--- config.mk ---
export PLATFORM = sky130hd
export DESIGN_NAME = adc_conversion_control
export DESIGN_NICKNAME = d
export VERILOG_FILES = /design/src/logic/adc_ctrl_pkg.sv /design/src/logic/adc_conversion_control.sv
export SDC_FILE = /design/constraint.sdc
export NUM_CORES = 1
export LEC_CHECK = 0
export ABC_AREA = 1
export BUFFER_PORTS_ARGS = -buffer_cell sky130_fd_sc_hd__buf_2
export CELL_PAD_IN_SITES_DETAIL_PLACEMENT = 0
export CELL_PAD_IN_SITES_GLOBAL_PLACEMENT = 1
export CORE_MARGIN = 1.5
export CORE_UTILIZATION = 45
export DETAILED_ROUTE_END_ITERATION = 7
export PLACE_DENSITY_LB_ADDON = 0.25
export SETUP_SLACK_MARGIN = 0.02
export SYNTH_ARGS = -nofsm -noshare
export SYNTH_HDL_FRONTEND = slang
export SYNTH_SLANG_ARGS = --single-unit
--- constraint.sdc ---
create_clock -name pclk -period 11.5 [get_ports pclk]
set_input_delay 2.3 -clock pclk [delete_from_list [all_inputs] [get_ports pclk]]
set_output_delay 2.3 -clock pclk [all_outputs]
set_load 0.02 [all_outputs]
--- src/logic/adc_ctrl_pkg.sv ---
/*
 * Package for the converter control block: register indices, field
 * layouts, reset values, state codes and timing counts.
 * Assumes byte addresses are four times the register index.
 */
`default_nettype none
package adc_ctrl_pkg;
    // Register indices; byte address is index * 4
    localparam logic [5:0] IDX_ENABLE_CONTROL = 6'h00;
    localparam logic [5:0] IDX_SAMPLING_TIME  = 6'h03;
    localparam logic [5:0] IDX_CONVERSION     = 6'h04;
    localparam logic [5:0] IDX_STATUS         = 6'h06;
    localparam logic [5:0] IDX_WINDOW_MODE    = 6'h08;
    localparam logic [5:0] IDX_TRIGGER        = 6'h0C;
    localparam logic [5:0] IDX_RESULT         = 6'h1A;
    localparam logic [5:0] IDX_WINDOW_LOWER   = 6'h1C;
    localparam logic [5:0] IDX_WINDOW_UPPER   = 6'h20;
    localparam logic [5:0] IDX_GAIN_CAL       = 6'h24;
    localparam logic [5:0] IDX_OFFSET_CAL     = 6'h26;

    // Field positions
    localparam int ENABLE_BIT     = 1;
    localparam int START_BIT      = 1;
    localparam int FLUSH_BIT      = 0;
    localparam int ST_SYNC_BIT    = 0;
    localparam int ST_WINDOW_BIT  = 1;
    localparam int ST_BUSY_BIT    = 2;

    // Reset values
    localparam logic [5:0]  SAMPLE_LENGTH_RST = 6'h00;
    localparam logic [2:0]  WINDOW_MODE_RST   = 3'h0;
    localparam logic [11:0] GAIN_CAL_RST      = 12'h800;
    localparam logic [11:0] OFFSET_CAL_RST    = 12'h000;
    localparam logic [15:0] LIMIT_RST         = 16'h0000;

    // Cycles from an enable write until the new state is active
    localparam logic [1:0]  SYNC_CYCLES       = 2'h3;
    // Gain calibration is unsigned with 11 fraction bits
    localparam int          GAIN_FRAC_BITS    = 11;

    typedef enum logic [1:0] {
        RES_12BIT = 2'h0,
        RES_16BIT = 2'h1,
        RES_10BIT = 2'h2,
        RES_8BIT  = 2'h3
    } resolution_t;

    typedef enum logic [2:0] {
        WIN_OFF     = 3'h0,
        WIN_ABOVE   = 3'h1,
        WIN_BELOW   = 3'h2,
        WIN_INSIDE  = 3'h3,
        WIN_OUTSIDE = 3'h4
    } window_mode_t;

    typedef enum logic [4:0] {
        ST_IDLE    = 5'b00001,
        ST_SAMPLE  = 5'b00010,
        ST_CONVERT = 5'b00100,
        ST_CORRECT = 5'b01000,
        ST_STORE   = 5'b10000
    } conv_state_t;

    typedef struct packed {
        logic [4:0]  rsv_hi;
        logic [2:0]  prescaler;
        logic [1:0]  rsv_lo;
        resolution_t resolution_select;
        logic        correction_enable;
        logic        continuous_convert;
        logic        left_align;
        logic        differential_select;
    } conv_ctrl_t;

    typedef struct packed {
        logic        differential_select;
        resolution_t resolution_select;
    } core_cfg_t;
endpackage
`default_nettype wire

--- src/logic/adc_conversion_control.sv ---
/*
 * Converter control block: APB register file, converter clock prescaler,
 * sampling timer, conversion sequencer, gain/offset correction, result
 * formatting and window monitor.
 * Assumes the analog core runs on pclk, samples while core_sample is high,
 * converts on core_start, advances on conv_tick and returns core_done with
 * core_raw in the same clock domain.
 */
`timescale 1ns/1ns
`default_nettype none
// Functional notes
// - Sample for sample_length+1 converter half-periods
// - Reserved bits always read zero
// - Prescaler divides pclk by 4 to 512
// - Conversion settings writable only while disabled
// - Resolution selects 12, 16, 10, 8 bits; the 16-bit setting is formatted like 12-bit
// - Correction applies gain and offset calibration
// - Correction adds offset-dependent extra cycles
// - Continuous mode restarts after each completion
// - Left alignment moves result to top
// - Differential mode converts input difference
// - Window mode selects comparison against limits
// - Start bit begins conversion, self-clears
// - Writing zero to start or flush ignored
// - Flush restarts clock, aborts conversions
// - Flush bit clears when flush done
// - After flush pending conversion restarts
// - Enable reads back, sync busy meanwhile
// - Protection unit may lock register writes
module adc_conversion_control
    import adc_ctrl_pkg::*;
(
    // Clock and reset
    input  wire  logic        pclk,
    input  wire  logic        presetn,
    // APB slave
    input  wire  logic [7:0]  paddr,
    input  wire  logic        psel,
    input  wire  logic        penable,
    input  wire  logic        pwrite,
    input  wire  logic [31:0] pwdata,
    output logic [31:0]       prdata,
    output logic              pready,
    output logic              pslverr,
    // Access protection unit
    input  wire  logic        write_lock,
    // Analog core
    output logic              core_sample,
    output logic              core_start,
    output logic              core_abort,
    output logic              conv_tick,
    output core_cfg_t         core_cfg,
    input  wire  logic        core_done,
    input  wire  logic [11:0] core_raw
);
    // Register state
    logic               enable_req_ff;
    logic               enabled_ff;
    logic [1:0]         sync_cnt_ff;
    logic [5:0]         sample_length_ff;
    conv_ctrl_t         conv_ctrl_ff;
    logic [2:0]         window_mode_ff;
    logic               start_pend_ff;
    logic               flush_ff;
    logic [15:0]        window_lower_ff;
    logic [15:0]        window_upper_ff;
    logic [11:0]        gain_cal_ff;
    logic [11:0]        offset_cal_ff;
    logic [15:0]        result_ff;
    logic               window_flag_ff;
    // Sequencer state
    conv_state_t        state_ff;
    conv_state_t        nxt_state;
    logic [8:0]         presc_cnt_ff;
    logic [6:0]         samp_cnt_ff;
    logic [2:0]         corr_cnt_ff;
    logic [11:0]        raw_ff;
    logic [31:0]        nxt_prdata;

    // APB decode
    wire         setup_rd   = psel & ~penable & ~pready;
    wire         acc_done   = psel & penable & pready;
    wire         wr_cycle   = acc_done & pwrite;
    wire         aligned    = (paddr[1:0] == 2'b00);
    wire  [5:0]  idx        = paddr[7:2];
    wire         hit_en     = aligned & (idx == IDX_ENABLE_CONTROL);
    wire         hit_samp   = aligned & (idx == IDX_SAMPLING_TIME);
    wire         hit_conv   = aligned & (idx == IDX_CONVERSION);
    wire         hit_stat   = aligned & (idx == IDX_STATUS);
    wire         hit_win    = aligned & (idx == IDX_WINDOW_MODE);
    wire         hit_trig   = aligned & (idx == IDX_TRIGGER);
    wire         hit_res    = aligned & (idx == IDX_RESULT);
    wire         hit_lo     = aligned & (idx == IDX_WINDOW_LOWER);
    wire         hit_hi     = aligned & (idx == IDX_WINDOW_UPPER);
    wire         hit_gain   = aligned & (idx == IDX_GAIN_CAL);
    wire         hit_offs   = aligned & (idx == IDX_OFFSET_CAL);
    wire         mapped     = hit_en | hit_samp | hit_conv | hit_stat | hit_win | hit_trig
                            | hit_res | hit_lo | hit_hi | hit_gain | hit_offs;
    // Status (write one clears window flag) and result are not lockable; everything else is lockable
    wire         lockable   = mapped & ~hit_stat & ~hit_res;
    wire         wr_ok      = wr_cycle & ~(write_lock & lockable);
    wire         sync_busy  = (sync_cnt_ff != 2'h0);
    wire         conv_open  = ~enable_req_ff & ~enabled_ff & ~sync_busy;

    assign nxt_prdata =
          hit_en   ? {30'h0, enable_req_ff, 1'b0}
        : hit_samp ? {26'h0, sample_length_ff}
        : hit_conv ? {16'h0, conv_ctrl_ff}
        : hit_stat ? {29'h0, ~state_ff[0], window_flag_ff, sync_busy}
        : hit_win  ? {29'h0, window_mode_ff}
        : hit_trig ? {30'h0, start_pend_ff, flush_ff}
        : hit_res  ? {16'h0, result_ff}
        : hit_lo   ? {16'h0, window_lower_ff}
        : hit_hi   ? {16'h0, window_upper_ff}
        : hit_gain ? {20'h0, gain_cal_ff}
        : hit_offs ? {20'h0, offset_cal_ff}
        : 32'h0000_0000;

    // Zero-wait answer: pready rises in the first access cycle
    always_ff @(posedge pclk or negedge presetn) begin
        if (!presetn) begin
            pready  <= 1'b0;
            prdata  <= 32'h0000_0000;
            pslverr <= 1'b0;
        end else begin
            pready  <= setup_rd;
            prdata  <= setup_rd ? nxt_prdata : prdata;
            pslverr <= setup_rd & (~mapped | (pwrite & write_lock & lockable));
        end
    end

    always_ff @(posedge pclk or negedge presetn) begin
        if (!presetn) begin
            enable_req_ff <= 1'b0;
            enabled_ff    <= 1'b0;
            sync_cnt_ff   <= 2'h0;
        end else if (wr_ok && hit_en) begin
            enable_req_ff <= pwdata[ENABLE_BIT];
            sync_cnt_ff   <= SYNC_CYCLES;
        end else if (sync_busy) begin
            sync_cnt_ff   <= sync_cnt_ff - 2'h1;
            enabled_ff    <= (sync_cnt_ff == 2'h1) ? enable_req_ff : enabled_ff;
        end
    end

    // Configuration registers
    always_ff @(posedge pclk or negedge presetn) begin
        if (!presetn) begin
            sample_length_ff <= SAMPLE_LENGTH_RST;
            conv_ctrl_ff     <= '0;
            window_mode_ff   <= WINDOW_MODE_RST;
            window_lower_ff  <= LIMIT_RST;
            window_upper_ff  <= LIMIT_RST;
            gain_cal_ff      <= GAIN_CAL_RST;
            offset_cal_ff    <= OFFSET_CAL_RST;
        end else if (wr_ok) begin
            if (hit_samp)
                sample_length_ff <= pwdata[5:0];
            if (hit_conv && conv_open)
                conv_ctrl_ff <= conv_ctrl_t'({5'h00, pwdata[10:8], 2'h0, pwdata[5:0]});
            if (hit_win)
                window_mode_ff <= pwdata[2:0];
            if (hit_lo)
                window_lower_ff <= pwdata[15:0];
            if (hit_hi)
                window_upper_ff <= pwdata[15:0];
            if (hit_gain)
                gain_cal_ff <= pwdata[11:0];
            if (hit_offs)
                offset_cal_ff <= pwdata[11:0];
        end
    end

    wire  [8:0]  half_limit = 9'(9'h002 << conv_ctrl_ff.prescaler);
    wire         half_tick  = enabled_ff & ~flush_ff & (presc_cnt_ff == 9'(half_limit - 9'h001));

    always_ff @(posedge pclk or negedge presetn) begin
        if (!presetn)
            presc_cnt_ff <= 9'h000;
        else if (flush_ff || !enabled_ff || half_tick)
            presc_cnt_ff <= 9'h000;
        else
            presc_cnt_ff <= presc_cnt_ff + 9'h001;
    end

    // Sequencer transitions
    wire         go_sample  = state_ff[0] & enabled_ff & start_pend_ff & ~flush_ff;
    wire         samp_done  = half_tick & (samp_cnt_ff == {1'b0, sample_length_ff});
    wire         corr_done  = (corr_cnt_ff == offset_cal_ff[2:0]);
    wire         restart    = conv_ctrl_ff.continuous_convert;

    always_comb begin
        nxt_state = state_ff;
        unique case (state_ff)
            ST_IDLE:    if (go_sample) nxt_state = ST_SAMPLE;
            ST_SAMPLE:  if (samp_done) nxt_state = ST_CONVERT;
            ST_CONVERT: if (core_done)
                            nxt_state = conv_ctrl_ff.correction_enable ? ST_CORRECT : ST_STORE;
            ST_CORRECT: if (corr_done) nxt_state = ST_STORE;
            ST_STORE:   nxt_state = restart ? ST_SAMPLE : ST_IDLE;
            default:    nxt_state = ST_IDLE;
        endcase
        if (flush_ff || !enabled_ff)
            nxt_state = ST_IDLE;
    end

    always_ff @(posedge pclk or negedge presetn) begin
        if (!presetn) begin
            state_ff    <= ST_IDLE;
            samp_cnt_ff <= 7'h00;
            corr_cnt_ff <= 3'h0;
            raw_ff      <= 12'h000;
        end else begin
            state_ff    <= nxt_state;
            samp_cnt_ff <= (nxt_state != ST_SAMPLE || state_ff != ST_SAMPLE) ? 7'h00
                         : samp_cnt_ff + {6'h00, half_tick};
            corr_cnt_ff <= (state_ff == ST_CORRECT) ? corr_cnt_ff + 3'h1 : 3'h0;
            raw_ff      <= (state_ff == ST_CONVERT && core_done) ? core_raw : raw_ff;
        end
    end

    // Start set on write, cleared at conversion start
    wire         wr_trig    = wr_ok & hit_trig;
    wire         set_start  = wr_trig & pwdata[START_BIT];
    wire         set_flush  = wr_trig & pwdata[FLUSH_BIT];
    wire         repend     = flush_ff & ~state_ff[0];
    always_ff @(posedge pclk or negedge presetn) begin
        if (!presetn) begin
            start_pend_ff <= 1'b0;
            flush_ff      <= 1'b0;
        end else begin
            start_pend_ff <= set_start | repend | (start_pend_ff & ~go_sample);
            flush_ff      <= set_flush;
        end
    end

    // Gain and offset correction, clamped to 12 bits
    wire signed [13:0] offs_diff = $signed({2'b00, raw_ff})
                                 - $signed({{2{offset_cal_ff[11]}}, offset_cal_ff});
    wire signed [26:0] scaled    = offs_diff * $signed({1'b0, gain_cal_ff});
    wire signed [26:0] shifted   = scaled >>> GAIN_FRAC_BITS;
    wire        [11:0] corrected = shifted[26] ? 12'h000
                                 : (shifted[25:12] != 14'h0000) ? 12'hFFF : shifted[11:0];
    wire        [11:0] value12   = conv_ctrl_ff.correction_enable ? corrected : raw_ff;

    logic [15:0] formatted;
    always_comb begin
        formatted = {4'h0, value12};
        unique case (conv_ctrl_ff.resolution_select)
            RES_12BIT, RES_16BIT:
                formatted = conv_ctrl_ff.left_align ? {value12, 4'h0} : {4'h0, value12};
            RES_10BIT:
                formatted = conv_ctrl_ff.left_align ? {value12[11:2], 6'h00}
                                                    : {6'h00, value12[11:2]};
            RES_8BIT:
                formatted = conv_ctrl_ff.left_align ? {value12[11:4], 8'h00}
                                                    : {8'h00, value12[11:4]};
        endcase
    end

    wire         above      = formatted > window_lower_ff;
    wire         below      = formatted < window_upper_ff;
    wire         win_hit    = (window_mode_ff == WIN_ABOVE)   ? above
                            : (window_mode_ff == WIN_BELOW)   ? below
                            : (window_mode_ff == WIN_INSIDE)  ? (above & below)
                            : (window_mode_ff == WIN_OUTSIDE) ? ~(above & below)
                            : 1'b0;
    wire         storing    = (state_ff == ST_STORE) & ~flush_ff & enabled_ff;
    wire         win_clear  = wr_cycle & hit_stat & pwdata[ST_WINDOW_BIT];

    // Window flag, set wins over clear
    always_ff @(posedge pclk or negedge presetn) begin
        if (!presetn) begin
            result_ff      <= 16'h0000;
            window_flag_ff <= 1'b0;
        end else begin
            result_ff      <= storing ? formatted : result_ff;
            window_flag_ff <= (storing & win_hit) | (window_flag_ff & ~win_clear);
        end
    end

    always_ff @(posedge pclk or negedge presetn) begin
        if (!presetn) begin
            core_sample <= 1'b0;
            core_start  <= 1'b0;
            core_abort  <= 1'b0;
            conv_tick   <= 1'b0;
            core_cfg    <= '0;
        end else begin
            core_sample <= (nxt_state == ST_SAMPLE);
            core_start  <= (state_ff == ST_SAMPLE) && (nxt_state == ST_CONVERT);
            core_abort  <= flush_ff;
            conv_tick   <= half_tick;
            core_cfg    <= {conv_ctrl_ff.differential_select, conv_ctrl_ff.resolution_select};
        end
    end
endmodule
`default_nettype wire

[After elaboration in Yosys (flattened, before gate mapping)]
Cells that the tools add are included.
Cells by class
  $add $sub $neg: 6
  $mul: 1
  div/mod/pow operators: 0
  order comparisons: 2
  equal/unequal tests: 30
  shift operators: 1
  muxes and demuxes: 35
  bitwise gates (word level): 72
  reduce and logical (&&, ||, !) cells: 23
Operators with widths (count)
  $mux W16: 12
  $mux W12: 5
  $pmux W16 S3: 1
  $and A1 B1 Y1: 43
  $mux W5: 6
  $mul A14 B13 Y27: 1
  $pmux W5 S5: 1
  $eq A6 B6 Y1 const B: 3
  $gt A16 B16 Y1: 1
  $lt A16 B16 Y1: 1
  $not A1 Y1: 15
  $or A1 B1 Y1: 14
  $reduce_and A2 Y1: 7
  $reduce_bool A14 Y1: 1
  $sub A13 B12 Y14: 1
  $eq A6 B3 Y1 const B: 2
  $eq A6 B4 Y1 const B: 2
  $eq A6 B5 Y1 const B: 2
  $eq A5 B2 Y1 const B: 2
  $eq A5 B3 Y1 const B: 2
  $ne A5 B2 Y1 const B: 2
  $add A9 B1 Y9 const B: 1
  $eq A9 B9 Y1: 1
  $mux W9: 1
  other kinds (28): 43
Word-level totals
  register bits: 174
  bits in latches: 0
  bits in writable memories: 0
  memory bits (read-only): 0
  input port bits: 59
  memories: 0

[Depth between registers and ports, before layout]
  word-level depth: 21
  depth in mapped cells: 67
  gate-level depth less buffers: 67

[Worst setup path after synthesis]
No wires, ideal clock.
  path kind: reg2reg
  from: register offset_cal_ff[2]
  to: register window_flag_ff
  setup time: 0.116 ns
  data arrival time: 8.839 ns
  slack: 2.545 ns
  stages on the path, launching flop included: 62
  buffers on the path: 0
  clock period less this slack: 8.955 ns
  cell sequence: dfrtp_1 > inv_1 > ha_1 > nand3_1 > and2_1 > or2_1 > nand2_1 > a21oi_1 > or2_1 > nand2_1 > a21oi_1 > o31ai_2 > nand3_1 > nand2_1 > a21oi_1 > nand2_1 > nand2_2 > nor2_1 > [... 26 more ...] > inv_1 > nor2_1 > a221oi_1 > ha_1 > nand2_1 > inv_1 > a221oi_1 > o221ai_1 > nand2_1 > a21oi_1 > nand3_2 > nand2_1 > nand2_1 > inv_2 > nand2_1 > nand2_1 > nand2_1 > nand2_1
On the way
  longest elaborated chain between the ends: 17
  elaborated cells on any way between the ends: 20
  classes of those cells: add/sub (1); mul (1); order compare (2); mux (11); bitwise (4); reduce/logical (1)
RTL lines
  from (decl): line adc_conversion_control.sv:68  | logic [11:0] offset_cal_ff;
  from (signal assigned): line adc_conversion_control.sv:170  | offset_cal_ff <= pwdata[11:0];
  $sub A13 B12 Y14 (*): line adc_conversion_control.sv:239  | - $signed({{2{offset_cal_ff[11]}}, offset_cal_ff});
  $mul A14 B13 Y27 (*): line adc_conversion_control.sv:240  | wire signed [26:0] scaled = offs_diff * $signed({1'b0, gain_cal_ff});
  $reduce_bool A14 Y1: line adc_conversion_control.sv:243  | : (shifted[25:12] != 14'h0000) ? 12'hFFF : shifted[11:0];
  $mux W12: line adc_conversion_control.sv:243
  $mux W12 (*): line adc_conversion_control.sv:242  | wire [11:0] corrected = shifted[26] ? 12'h000
  $mux W12 (*): line adc_conversion_control.sv:244  | wire [11:0] value12 = conv_ctrl_ff.correction_enable ? corrected : raw_ff;
  $mux W16, on equally long branches: line adc_conversion_control.sv:256, adc_conversion_control.sv:251, adc_conversion_control.sv:253
  $pmux W16 S3 (*): line adc_conversion_control.sv:249  | unique case (conv_ctrl_ff.resolution_select)
  named net formatted[3]: line adc_conversion_control.sv:246  | logic [15:0] formatted;
  [... 1 more ...]
  $and A1 B1 Y1: line adc_conversion_control.sv:265, adc_conversion_control.sv:266
  $not A1 Y1: line adc_conversion_control.sv:266  | : (window_mode_ff == WIN_OUTSIDE) ? ~(above & below)
  $mux W1: line adc_conversion_control.sv:266
  $mux W1: line adc_conversion_control.sv:265  | : (window_mode_ff == WIN_INSIDE) ? (above & below)
  $mux W1: line adc_conversion_control.sv:264  | : (window_mode_ff == WIN_BELOW) ? below
  $mux W1 (*): line adc_conversion_control.sv:263  | wire win_hit = (window_mode_ff == WIN_ABOVE) ? above
  $and A1 B1 Y1 (*): line adc_conversion_control.sv:278  | window_flag_ff <= (storing & win_hit) | (window_flag_ff & ~win_clear);
  $or A1 B1 Y1 (*): line adc_conversion_control.sv:278
  to (signal assigned): line adc_conversion_control.sv:278
  to (decl): line adc_conversion_control.sv:70  | logic window_flag_ff;
The timed path passes the listed nets; every way through them passes the cells marked *.
A chain may end at the register's enable or synchronous reset.

[Worst setup path in the final report]
Same ends and word-level chain as after synthesis.

==> impl_metrics.csv <==
group,metric,value,unit
floorplan,floorplan.rows,68,
yosys,synthDominantCellAreaShare,24.8,%
worst_setup_path,timing.critical_path.required,11830,ps
worst_setup_path,critPathCaptureType,"register",
floorplan,ios,100,
sta,tightest_slew,1010,ps
yosys,postSynth.topFlopCell,"sky130_fd_sc_hd__dfrtp_1",
route,routedWlPerCell,16.8,um
clocking,path_clk_slew,70,ps
worst_setup_path,timing.critical_path.from_type,"register",
power,pwr-share-clk,46.3,%
finish,finalNonFillerCells,2576,
clocking,root_buffer_selected_by_cts,"sky130_fd_sc_hd__clkbuf_16",
sta,report.final.hold_viol_count,0,
power,vdd.ir_drop.worst,107,uV
min_path,worstHoldPathType,"register to register",
power,cell_internal_pwr,0.888,mW
clocking,htree_levels,4,
worst_setup_path,worst_path_most_repeated_cell,"sky130_fd_sc_hd__nand2_1",
route,initialDrtViolationCount,947,
placed_design,port-buffer-count,67,
yosys,netlist_top_cells_count,"481 x sky130_fd_sc_hd__nand2_1, 445 x sky130_fd_sc_hd__inv_1, 202 x sky130_fd_sc_hd__nor2_1, 156 x sky130_fd_sc_hd__dfrtp_1, 156 x sky130_fd_sc_hd__fa_1",
sta,final.setup.tns,0,ps
power,power.sequential.fraction,47.2,%
sta,slew_hr,32.2,%
yosys,yosysUniqueCellTypes,54,
job,max_cap_viol_count,0,
placed_design,globalplace.congestion,0.912,
finish,syn2layout_area_growth,8.45,%
finish,final_nets,2432,
power,p_leak,8.95,nW
route,post_detailed_routing_wire_length,43200,um
yosys,synth_top_cell_by_area,"sky130_fd_sc_hd__dfrtp_1",
status,status,"finished, final reports clean",
clocking,numClockSinks,158,
power,fraction_of_power_consumed_by_combinational_cells,6.6,%
clocking,postCtsSetupRepairBufs,0,
grt,grt_pass1_wl,68700,um
power,final_power,1.20,mW
grt,gr-usage-all-layers,24.8,%
yosys,synth_enable_flop_cells,0,
sta,post-route-worst-setup-slack,874,ps
route,detail_route.vias_per_cell,5.14,
finish,layout.core_utilization,49.4,%
worst_setup_path,crit_type,"register to register",
sta,final.setup_skew,12.7,ps
worst_setup_path,worst_path_max_delay_cell,"sky130_fd_sc_hd__fa_1",
grt,number_of_global_route_vias_before_repair,12897,
worst_setup_path,critical_path_arrival,10960,ps
finish,fill_cells,3459,
finish,diodes_inserted,0,
route,ant_nets,0,
floorplan,die_width,190,um
floorplan,fp.dieArea,36000,um2
grt,globalRoute.totalOverflow,0,
yosys,synthTopCellsByArea,"sky130_fd_sc_hd__dfrtp_1 25%, sky130_fd_sc_hd__fa_1 20%, sky130_fd_sc_hd__nand2_1 11%",
clocking,tritoncts.num_buffers,17,
sta,fin_crit,10630,ps
sta,rsz0062_at_grt,"false",
power,powerDensity,70.5,nW/um2
finish,layout_cell_share_with_drive_strength_beyond_1,7.36,%
clocking,insertion_delay,440,ps
worst_setup_path,worst_path_largest_cell_delay,790,ps
grt,number_of_antenna_violations_at_the_first_check_in_global_routing,0,
floorplan,die_y,190,um
grt,grt_max_degree,93,
sta,slew_viol_final,0,
yosys,ys_seq_area_share,25.2,%
placed_design,hpwl,35200,um
worst_setup_path,path_delay_family,"adder cells",
placed_design,placed_cells_incl_taps,2544,
sta,report.final.setup_viol,0,
yosys,syn-instance-count,2057,
worst_setup_path,worstPathBufferInverterCount,9,
clocking,tritoncts_clock_tree,"built",
yosys,synth-warning-count,0,
floorplan,start_util,45.6,%
yosys,synth.most_common_cell,"sky130_fd_sc_hd__nand2_1",
yosys,synthArstFlopShare,100,%
yosys,synthesis.area,15700,um2
yosys,synth-seq-cells,158,
power,net-switching-power,0.314,mW
placed_design,detailedPlace.worstSlack,830,ps
power,power.share.switching,26.1,%
floorplan,design.core.area,34500,um2
route,route.detailed.drc,0,
sta,timing.final.crit_share,92.4,%
route,num_vias,13235,
sta,maxClockFrequency,94.1,MHz
clocking,clock_tree.buffer_depth,2,
worst_setup_path,critical_path.max_fanout,9,
route,drtPass1Iterations,5,
yosys,syn_area_per_cell,7.64,um2
[state kept, by name, indices dropped and copies added, names as in the netlist, 5 cells and up]
register / flops
prdata: 16
result_ff: 16
window_lower_ff: 16
window_upper_ff: 16
gain_cal_ff: 12
offset_cal_ff: 12
raw_ff: 12
presc_cnt_ff: 9
conv_ctrl_ff: 8
samp_cnt_ff: 7
sample_length_ff: 6
state_ff: 5
[cell families (layout without fill, tap and decap cells)]
logic type               count (synthesis)  count (layout)  synth area share [%]
AO/OA/AOI/OAI                          266             266                  9.76
buffers and inverters                  519             568                  12.8
other                                    1              16                0.0239
flip-flops                             158             158                  25.2
XOR/XNOR                                37              37                  2.06
adder cells (fa/ha/maj)                265             265                  28.6
multiplexers                            10              10                 0.717
AND/OR/NAND/NOR                        801             801                  20.9
[cell type report]
type | instances | area [um2] | share of cell area, %
clock inverter | 11 | 93.8 | 0.551
clock buffer | 21 | 480 | 2.82
tap | 455 | 569 | 3.34
inverter | 463 | 1740 | 10.2
multi-input combinational | 1395 | 9810 | 57.6
sequential | 158 | 3960 | 23.2
timing repair buffer | 73 | 387 | 2.27
[metal layers]
layer	share of wire, %	track usage, %	wire [um]
met5	0	0	0
met4	1.7	6.26	751
met3	6.0	4.10	2600
met2	44	37.9	19000
met1	48	36.6	20900
[through the flow]
| stage | hold slack, ps | area [um2] |
|---|---|---|
| after floorplan | 352 | 15800 |
| after global placement | 407 | 16400 |
| after detailed placement | 415 | 16400 |
| after CTS | 432 | 17000 |
| after global routing | 450 | 17000 |
| final | 425 | 17000 |
[cell usage in the layout, fill, tap and decap left out, types with 21 or more instances in the layout]
master,instances
sky130_fd_sc_hd__inv_1,445
sky130_fd_sc_hd__ha_1,109
sky130_fd_sc_hd__dfrtp_1,156
sky130_fd_sc_hd__fa_1,156
sky130_fd_sc_hd__buf_2,66
sky130_fd_sc_hd__xor2_1,21
sky130_fd_sc_hd__nand2_1,481
sky130_fd_sc_hd__o22ai_1,23
sky130_fd_sc_hd__o21ai_0,123
sky130_fd_sc_hd__nor2_1,202
sky130_fd_sc_hd__a21oi_1,65
sky130_fd_sc_hd__nand3_1,40
[power groups by stage]
stage                     combinational [mW]  sequential [mW]  clock (mW)
after floorplan                       0.0460            0.577           0
after global placement                0.0787            0.577           0
after detailed placement              0.0803            0.577           0
after CTS                             0.0807            0.567       0.566
after global routing                  0.0913            0.568       0.587
final                                 0.0792            0.567       0.556
[repair_timing]
item,CTS,global route
endpoints found under the setup margin,0,1
hold buffers,0,0
hold endpoints to repair,0,0
resized for setup,0,4
[path summary, 6_finish.rpt]
kind                                  startpoint              to  slack (ps)  depth (start not counted)
worst min register to register   conv_ctrl_ff[0]     core_cfg[2]         430                          0
worst max register to register  offset_cal_ff[2]  window_flag_ff         870                         58
worst max-delay path            offset_cal_ff[2]  window_flag_ff         870                         58
max in group asynchronous                presetn  samp_cnt_ff[5]        8120                          2
worst min-delay path             conv_ctrl_ff[0]     core_cfg[2]         430                          0
min in group asynchronous                presetn   result_ff[13]        1930                          1
[worst reg2reg max path, delay by kind of cell, from the launching register on]
family                   cells  cell delay (ps)
AO/OA/AOI/OAI               10             1670
adder cells (fa/ha/maj)      8             3970
buffers and inverters        9              980
flip-flops                   1              390
AND/OR/NAND/NOR             31             3530
Note: power is estimated with default switching activity, not from simulation.
